File: config.mk
export PLATFORM = sky130hd
export DESIGN_NAME = adcc_core
export DESIGN_NICKNAME = d
export VERILOG_FILES = /design/src/core/adcc_core.v
export VERILOG_INCLUDE_DIRS = /design/src /design/src/core
export SDC_FILE = /design/constraint.sdc
export NUM_CORES = 1
export LEC_CHECK = 0
export BUFFER_PORTS_ARGS = -buffer_cell sky130_fd_sc_hd__buf_2
export CORE_MARGIN = 8
export CORE_UTILIZATION = 50
export CTS_CLUSTER_SIZE = 8
export DETAILED_ROUTE_END_ITERATION = 16
export HOLD_SLACK_MARGIN = 0.06
export PLACE_DENSITY_LB_ADDON = 0.05
export SLEW_MARGIN = 15
export SYNTH_ARGS = -nofsm -noshare
export SYNTH_HDL_FRONTEND = slang
export SYNTH_SLANG_ARGS = --single-unit
export TNS_END_PERCENT = 100
File: constraint.sdc
create_clock -name clk -period 12.4 [get_ports clk]
set_input_delay 0 -clock clk [delete_from_list [all_inputs] [get_ports clk]]
set_output_delay 0 -clock clk [all_outputs]
set_load 0.05 [all_outputs]
File: src/core/adcc_regs.vh
// register offsets, field positions, reset values and timing counts of the converter control
`ifndef ADCC_REGS_VH
`define ADCC_REGS_VH

// register offsets (byte wide registers)
`define ADCC_OFS_STATUS_CTRL   3'h0
`define ADCC_OFS_CONFIG        3'h1
`define ADCC_OFS_RESULT_HIGH   3'h2
`define ADCC_OFS_RESULT_LOW    3'h3
`define ADCC_OFS_CMP_HIGH      3'h4
`define ADCC_OFS_CMP_LOW       3'h5

// status / control fields
`define ADCC_SC_FLAG           7
`define ADCC_SC_IRQ_EN         6
`define ADCC_SC_CMP_EN         5
`define ADCC_SC_CMP_GT         4
`define ADCC_SC_CONTINUOUS     3
`define ADCC_SC_ACTIVE         2
`define ADCC_SC_RESET          8'h00

// config fields
`define ADCC_CFG_LONG_SAMPLE   7
`define ADCC_CFG_MODE10        6
`define ADCC_CFG_HW_TRIG       5
`define ADCC_CFG_CLK_HI        1
`define ADCC_CFG_CLK_LO        0
`define ADCC_CFG_RESET         8'h00

// conversion clock source codes
`define ADCC_CLK_BUS           2'h0
`define ADCC_CLK_BUS_DIV2      2'h1
`define ADCC_CLK_ALT           2'h2
`define ADCC_CLK_ASYNC         2'h3

// sample phase in half conversion-clock cycles (3.5 and 23.5 cycles)
`define ADCC_SAMPLE_SHORT_HALF 7
`define ADCC_SAMPLE_LONG_HALF  47
// whole ticks held, rounded up
`define ADCC_SAMPLE_SHORT_TICKS 5'h04
`define ADCC_SAMPLE_LONG_TICKS  5'h18

`endif

File: src/core/adcc_core.v
// successive-approximation converter control with compare and low-power handling
//
// Summary of operation
// compare on: add result to negated compare
// greater select: flag when result >= compare
// less select: flag when result < compare
// satisfied compare loads difference into results
// failed compare: no flag, results kept
// interrupt when flag set and enabled
// interrupt wakes from wait; compare from stop3
// wait mode never aborts a conversion
// wait mode accepts hardware and continuous starts
// all clock sources usable in wait
// stop3 without async clock aborts to idle
// stop3 leaves result registers untouched
// after stop3 abort, new trigger needed
// input at high reference gives all ones
// input at low reference gives zero
// sample 3.5 or 23.5 clock cycles; held 4 or 24 whole ticks here
// software should set analog pin select
// compare enable bit selects compare function
// compare value writes apply next completion
//
// Chosen here: the register offsets and the address-and-strobe port.
`timescale 1ns/10ps
`default_nettype none
`include "adcc_regs.vh"

module adcc_core #(
  parameter LEVEL_WIDTH = 12
) (
  // clock, reset, enable
  input  wire                   clk,
  input  wire                   reset,
  input  wire                   clk_en,
  // register port
  input  wire [2:0]             reg_addr,
  input  wire [7:0]             reg_wdata,
  input  wire                   reg_write,
  input  wire                   reg_read,
  output reg  [7:0]             reg_rdata,
  // analog side, as digitised levels
  input  wire [LEVEL_WIDTH-1:0] analog_level,
  input  wire [LEVEL_WIDTH-1:0] reference_high_pin,
  input  wire [LEVEL_WIDTH-1:0] reference_low_pin,
  // clock sources and trigger
  input  wire                   async_conversion_clock,
  input  wire                   alternate_clock_source,
  input  wire                   hw_trigger,
  // processor power state
  input  wire                   wait_mode,
  input  wire                   stop3_mode,
  // events
  output wire                   converter_irq,
  output wire                   wake_request,
  output wire                   conversion_active
);

  localparam [2:0] ST_IDLE    = 3'b001;
  localparam [2:0] ST_SAMPLE  = 3'b010;
  localparam [2:0] ST_CONVERT = 3'b100;

  // software-visible state
  reg        conversion_complete_flag_reg;
  reg        completion_irq_enable_reg;
  reg        compare_enable_reg;
  reg        compare_greater_select_reg;
  reg        continuous_reg;
  reg        long_sample_select_reg;
  reg        mode10_reg;
  reg        hw_trigger_select_reg;
  reg  [1:0] clock_select_reg;
  reg  [1:0] result_high_reg;
  reg  [7:0] result_low_reg;
  reg  [1:0] compare_value_high;
  reg  [7:0] compare_value_low;

  // sequencer state
  reg  [2:0] state_reg;
  reg  [4:0] sample_count_reg;
  reg  [3:0] bit_index_reg;
  reg  [9:0] trial_reg;
  reg        div2_reg;
  reg        stop3_seen_reg;

  // returns the reference-scaled level of a 10-bit trial code
  function [LEVEL_WIDTH-1:0] dac_level;
    input [LEVEL_WIDTH-1:0] ref_hi;
    input [LEVEL_WIDTH-1:0] ref_lo;
    input [9:0]             code;
    reg   [LEVEL_WIDTH+9:0] prod;
    begin
      prod      = (ref_hi - ref_lo) * code;
      dac_level = ref_lo + prod[LEVEL_WIDTH+9:10];
    end
  endfunction

  wire       sync_clock   = (clock_select_reg != `ADCC_CLK_ASYNC);
  // clocks other than the async one are stopped in stop3
  wire       clocks_halted = stop3_mode && sync_clock;
  reg        conv_tick;

  always @* begin

    case (clock_select_reg)
      `ADCC_CLK_BUS:      conv_tick = 1'b1;
      `ADCC_CLK_BUS_DIV2: conv_tick = div2_reg;
      `ADCC_CLK_ALT:      conv_tick = alternate_clock_source;
      default:            conv_tick = async_conversion_clock;
    endcase
  end

  wire       sc_write     = reg_write && (reg_addr == `ADCC_OFS_STATUS_CTRL);
  // software start only when hardware trigger is not selected
  wire       sw_start     = sc_write && !reg_wdata[`ADCC_SC_ACTIVE] && !hw_trigger_select_reg;
  wire       hw_start     = hw_trigger_select_reg && hw_trigger;
  wire       idle         = (state_reg == ST_IDLE);
  wire       start        = idle && !clocks_halted && (sw_start || hw_start);

  // last bit step of the approximation: bit 0 in 10-bit mode, bit 2 in 8-bit mode
  wire [3:0] last_bit     = mode10_reg ? 4'h0 : 4'h2;
  wire [LEVEL_WIDTH-1:0] trial_level =
    dac_level(reference_high_pin, reference_low_pin, trial_reg);
  wire       keep_bit     = (analog_level >= trial_level);

  // final code of the approximation in this step
  wire [9:0] sar_code     = keep_bit ? trial_reg : (trial_reg & ~(10'h001 << bit_index_reg));
  // explicit clamps at the references
  wire [9:0] clamped_code = (analog_level >= reference_high_pin) ? 10'h3ff :
                            (analog_level <= reference_low_pin)  ? 10'h000 :
                            sar_code;
  wire [9:0] result_code  = mode10_reg ? clamped_code : {2'h0, clamped_code[9:2]};
  wire [9:0] compare_code = mode10_reg ? {compare_value_high, compare_value_low}
                                       : {2'h0, compare_value_low};

  wire [9:0] difference   = result_code + (~compare_code + 10'h001);
  wire       is_ge        = (result_code >= compare_code);

  wire       cmp_met      = compare_greater_select_reg ? is_ge : !is_ge;
  wire       finishing    = (state_reg == ST_CONVERT) && conv_tick && (bit_index_reg == last_bit);

  wire       deliver      = finishing && (!compare_enable_reg || cmp_met);
  wire [9:0] deliver_code = compare_enable_reg ? difference : result_code;

  wire [4:0] sample_ticks = long_sample_select_reg ? `ADCC_SAMPLE_LONG_TICKS
                                                   : `ADCC_SAMPLE_SHORT_TICKS;

  // reading the low result clears the flag; a completion in that cycle wins
  wire       flag_clear   = reg_read && (reg_addr == `ADCC_OFS_RESULT_LOW);

  // sequencer
  always @(posedge clk) begin
    if (reset) begin
      state_reg        <= ST_IDLE;
      sample_count_reg <= 5'h00;
      bit_index_reg    <= 4'h9;
      trial_reg        <= 10'h200;
      div2_reg         <= 1'b0;
      stop3_seen_reg   <= 1'b0;
    end else if (clk_en) begin
      div2_reg       <= !div2_reg;
      stop3_seen_reg <= stop3_mode;
      if (clocks_halted && !stop3_seen_reg) begin
        // abort on stop3 entry; restart needs a fresh trigger (see)
        state_reg <= ST_IDLE;
      end else if (!clocks_halted) begin
        // wait_mode has no effect on progress (see)
        case (state_reg)
          ST_IDLE: begin
            if (start) begin
              state_reg        <= ST_SAMPLE;
              sample_count_reg <= 5'h00;
            end
          end
          ST_SAMPLE: begin
            if (conv_tick) begin

              if (sample_count_reg == sample_ticks - 5'h01) begin
                state_reg     <= ST_CONVERT;
                bit_index_reg <= 4'h9;
                trial_reg     <= 10'h200;
              end else begin
                sample_count_reg <= sample_count_reg + 5'h01;
              end
            end
          end
          ST_CONVERT: begin
            if (conv_tick) begin
              if (bit_index_reg == last_bit) begin
                // continuous operation restarts by itself (see)
                if (continuous_reg) begin
                  state_reg        <= ST_SAMPLE;
                  sample_count_reg <= 5'h00;
                end else begin
                  state_reg <= ST_IDLE;
                end
              end else begin
                trial_reg     <= sar_code | (10'h001 << (bit_index_reg - 4'h1));
                bit_index_reg <= bit_index_reg - 4'h1;
              end
            end
          end
          default: state_reg <= ST_IDLE;
        endcase
      end
    end
  end

  // registers written by software and by completions
  always @(posedge clk) begin
    if (reset) begin
      conversion_complete_flag_reg <= 1'b0;
      completion_irq_enable_reg    <= 1'b0;
      compare_enable_reg           <= 1'b0;
      compare_greater_select_reg   <= 1'b0;
      continuous_reg               <= 1'b0;
      long_sample_select_reg       <= 1'b0;
      mode10_reg                   <= 1'b0;
      hw_trigger_select_reg        <= 1'b0;
      clock_select_reg             <= `ADCC_CLK_BUS;
      result_high_reg              <= 2'h0;
      result_low_reg               <= 8'h00;
      compare_value_high           <= 2'h0;
      compare_value_low            <= 8'h00;
    end else if (clk_en) begin
      if (sc_write) begin
        completion_irq_enable_reg  <= reg_wdata[`ADCC_SC_IRQ_EN];
        compare_enable_reg         <= reg_wdata[`ADCC_SC_CMP_EN];
        compare_greater_select_reg <= reg_wdata[`ADCC_SC_CMP_GT];
        continuous_reg             <= reg_wdata[`ADCC_SC_CONTINUOUS];
      end
      if (reg_write && reg_addr == `ADCC_OFS_CONFIG) begin
        long_sample_select_reg <= reg_wdata[`ADCC_CFG_LONG_SAMPLE];
        mode10_reg             <= reg_wdata[`ADCC_CFG_MODE10];
        hw_trigger_select_reg  <= reg_wdata[`ADCC_CFG_HW_TRIG];
        clock_select_reg       <= reg_wdata[`ADCC_CFG_CLK_HI:`ADCC_CFG_CLK_LO];
      end
      // live values used at completion only (see)
      if (reg_write && reg_addr == `ADCC_OFS_CMP_HIGH)
        compare_value_high <= reg_wdata[1:0];
      if (reg_write && reg_addr == `ADCC_OFS_CMP_LOW)
        compare_value_low <= reg_wdata;
      // results change only on delivery; stop3 never touches them (see)
      // halted clocks freeze the sequencer, so no delivery either
      if (deliver && !clocks_halted) begin
        result_high_reg              <= deliver_code[9:8];
        result_low_reg               <= deliver_code[7:0];
        conversion_complete_flag_reg <= 1'b1;
      end else if (flag_clear) begin
        conversion_complete_flag_reg <= 1'b0;
      end
    end
  end

  // read data, one cycle after the strobe
  always @(posedge clk) begin
    if (reset) begin
      reg_rdata <= 8'h00;
    end else if (clk_en) begin
      if (reg_read) begin
        case (reg_addr)
          `ADCC_OFS_STATUS_CTRL: reg_rdata <= {conversion_complete_flag_reg, completion_irq_enable_reg,
                                               compare_enable_reg, compare_greater_select_reg,
                                               continuous_reg, !idle, 2'h0};
          `ADCC_OFS_CONFIG:      reg_rdata <= {long_sample_select_reg, mode10_reg, hw_trigger_select_reg,
                                               3'h0, clock_select_reg};
          `ADCC_OFS_RESULT_HIGH: reg_rdata <= {6'h00, result_high_reg};
          `ADCC_OFS_RESULT_LOW:  reg_rdata <= result_low_reg;
          `ADCC_OFS_CMP_HIGH:    reg_rdata <= {6'h00, compare_value_high};
          `ADCC_OFS_CMP_LOW:     reg_rdata <= compare_value_low;
          default:               reg_rdata <= 8'h00;
        endcase
      end else begin
        reg_rdata <= 8'h00;
      end
    end
  end


  assign converter_irq     = conversion_complete_flag_reg && completion_irq_enable_reg;
  // only compare events are allowed to wake from stop3 (see)
  assign wake_request      = converter_irq && (wait_mode || (stop3_mode && compare_enable_reg));
  assign conversion_active = !idle;

endmodule

`default_nettype wire

==> impl_metrics.tcl <==
set metrics [dict create \
    ys.flop_type "dfxtp_1" \
    synth_edf_count 0 \
    synth_seq_cells 62 \
    wl_per_cell_um 17.0 \
    netlist_instances 1290 \
    slew_headroom 0.273 \
    grt_max_degree 58 \
    die_w_um 161 \
    ant_nets 0 \
    path_clk_slew_ps 60 \
    peakVddDrop_v 0.0000659 \
    status "finished, final reports clean" \
    gp_congestion 0.869 \
    port-buffer-count 67 \
    dr.pass1.iters 5 \
    min_period_over_period 0.930 \
    syn_to_final_growth_pct 9.98 \
    wirelength_um 27800 \
    end_kind "register" \
    grt_pass1_wl_um 45600 \
    hpwlAfterDp_um 23100 \
    yosysUniqueCellTypes 70 \
    finClkSkew_ps 8.71 \
    cap_viol_max_count 0 \
    leakagePower_nw 5.44 \
    clock_latency_ps 340 \
    syn_area_per_cell_um2 8.12 \
    final_nets 1646 \
    cts_made_buffers 9 \
    drtIter0Drc 624 \
    cp_max_fo 23 \
    cts_sinks 62 \
    max_freq_mhz 86.7 \
    worst_slew_pin_slew_ps 1080 \
    crit_slowest_cell "fa_1" \
    rrSetupSlack_ps 1300 \
    max-clock-path-buffers 2 \
    crit_path_max_incr_delay_ps 590 \
    syn_nets 1586 \
    cp_data_required_time_ps 12630 \
    track_usage 0.218 \
    initial_utilization 0.504 \
    hold_path_class "input pin to register" \
    async_flop_share 0 \
    root_buffer "clkbuf_16" \
    slew_viol_final 0 \
    num-fill-cells 2040 \
    arrival_ps 11770 \
    setup_viol 0 \
    multi_input_area_mm2 0.00830 \
    grt-ovfl-total 0 \
    largest_register_ffs 10 \
    htree_levels 3 \
    drive_above_1_share 0.0967 \
    dieArea_mm2 0.0258 \
    hold_viol 0 \
    yosysSeqAreaShare 0.119 \
    antenna_found_initial 0 \
    seq_area_mm2 0.00124 \
    antennaDiodeCount 0 \
    grt_pass1_vias 8651 \
    cts_setup_buffers 0 \
    post-route-drc-count 0 \
    core-area_mm2 0.0208 \
    start_kind "input pin" \
    yosys_warnings 0 \
    fin_crit_ps 11530 \
    std_cell_rows 53 \
    vias 8864 \
    path_class "input pin to register" \
    fin_ws_ps 867 \
    ios 68 \
    tritoncts "built" \
    rsz0062_at_grt "no" \
    post_drt_via_cell_ratio 5.44 \
    powerDensity_mw_per_mm2 73.4 \
    synth_area_mm2 0.0105 \
    setup_tns_ps 0 \
    die_h_um 161 \
    place_ws_ps 14.4 \
]
==> synthesized netlist by cell type, types with 3 or more instances <==
| cell | number | area share |
|---|---|---|
| buf_2 | 7 | 0.0033 |
| xnor2_1 | 35 | 0.029 |
| nor2_1 | 98 | 0.035 |
| xor2_1 | 11 | 0.0092 |
| a21boi_0 | 5 | 0.0036 |
| a32oi_1 | 3 | 0.0025 |
| a31oi_1 | 12 | 0.0072 |
| a211oi_1 | 8 | 0.0057 |
| and3_1 | 8 | 0.0048 |
| a311oi_1 | 12 | 0.010 |
| nand3b_1 | 5 | 0.0036 |
| a211o_1 | 4 | 0.0033 |
| nand2b_1 | 23 | 0.014 |
| and2_1 | 58 | 0.035 |
| nor2b_1 | 22 | 0.013 |
| nand4_1 | 8 | 0.0048 |
| a21oi_1 | 59 | 0.028 |
| o211ai_1 | 11 | 0.0079 |
| dfxtp_1 | 62 | 0.12 |
| inv_1 | 217 | 0.078 |
| nand2_1 | 125 | 0.045 |
| a221o_1 | 3 | 0.0029 |
| nor4_1 | 3 | 0.0018 |
| fa_1 | 115 | 0.22 |
| a22oi_1 | 14 | 0.010 |
| o21a_1 | 11 | 0.0079 |
| or3_1 | 5 | 0.0030 |
| mux2i_1 | 30 | 0.029 |
| nand3_1 | 19 | 0.0091 |
| mux2_2 | 9 | 0.0097 |
| nor3_1 | 11 | 0.0053 |
| or2_2 | 4 | 0.0024 |
| clkbuf_1 | 32 | 0.011 |
| o31a_1 | 3 | 0.0025 |
| o21ai_0 | 56 | 0.027 |
| a21o_1 | 17 | 0.012 |
| ha_1 | 124 | 0.15 |
==> stage by stage <==
stage | cells | util | cell area [um2] | power (mW) | hold WS, ps
after detailed placement | 1605 | 0.534 | 11100 | 0.601 | 265
after floorplan | 1290 | - | 10500 | 0.486 | 144
after global placement | 1605 | 0.534 | 11100 | 0.600 | 259
after CTS | 1630 | 0.552 | 11500 | 0.841 | 74.7
final | 1630 | 0.555 | 11500 | 0.845 | 77.6
after global routing | 1630 | 0.555 | 11500 | 0.904 | 81.8
==> per-layer routing <==
| metal | GRT usage | wire length [um] | part of all wire |
|---|---|---|---|
| met5 | 0 | 0 | 0 |
| met4 | 0.0194 | 127 | 0.0046 |
| met3 | 0.0248 | 1240 | 0.044 |
| met2 | 0.328 | 11800 | 0.43 |
| met1 | 0.337 | 14600 | 0.52 |
==> final timing paths <==
| check | from | endpoint | cells past startpoint |
|---|---|---|---|
| hold reg to reg | result_high_reg[0]$_SDFFE_PP0P_ | result_high_reg[0]$_SDFFE_PP0P_ | 2 |
| hold / removal | clk_en | div2_reg$_SDFFE_PP0P_ | 3 |
| setup / recovery | reference_low_pin[1] | result_low_reg[3]$_SDFFE_PP0P_ | 50 |
| setup reg to reg | trial_reg[3]$_SDFFE_PP0P_ | result_low_reg[3]$_SDFFE_PP0P_ | 40 |
==> timing repair <==
action / CTS / global route
hold buffers: 9 / 0
hold endpoints to repair: 20 / 0
resized for setup: 0 / 11
setup endpoints to repair: 0 / 11
==> power breakdown <==
group / internal [mW] / switching, mW / leakage [nW] / total (mW)
combinational: 0.165 / 0.243 / 4.81 / 0.408
sequential: 0.201 / 0.00183 / 0.500 / 0.203
clock: 0.135 / 0.0989 / 0.128 / 0.234
total: 0.501 / 0.344 / 5.44 / 0.845
==> worst max-delay path: cells and delay by family <==
family                     cells  cell delay (ps)
adders and majority gates     10             4150
muxes                          1              410
AOI/OAI and AO/OA             21             4630
and+or+nand+nor                8             1380
xor gates and xnor gates       3              500
buffers and inverters          7              690
==> cell type report <==
class / instances / area share
Multi-Input combinational cell: 968 / 0.721
Timing Repair Buffer: 91 / 0.0467
Tap cell: 275 / 0.0299
Sequential cell: 62 / 0.108
Inverter: 218 / 0.0711
Clock buffer: 9 / 0.0196
Clock inverter: 7 / 0.00435
==> cell usage in the layout (no fill, tap or decap), types with 13 or more instances in the layout <==
cell type	netlist	final
a21o_1	17	17
a21oi_1	59	58
a22oi_1	14	13
and2_1	58	58
buf_2	7	67
buf_4	1	15
dfxtp_1	62	62
fa_1	115	115
ha_1	124	124
inv_1	217	217
mux2i_1	30	30
nand2_1	125	125
nand2b_1	23	23
nand3_1	19	19
nor2_1	98	98
nor2b_1	22	22
o21ai_0	56	54
xnor2_1	35	32
==> logic make-up after synthesis <==
family                   Yosys count  share of synthesized area
AO/OA/AOI/OAI                    242                      0.153
XOR/XNOR                          47                     0.0406
AND/OR/NAND/NOR                  401                      0.187
multiplexers                      39                     0.0384
adder cells (fa/ha/maj)          239                      0.368
buffers and inverters            260                     0.0944
flip-flops                        62                      0.119
Power figures use the tool's default switching activity.
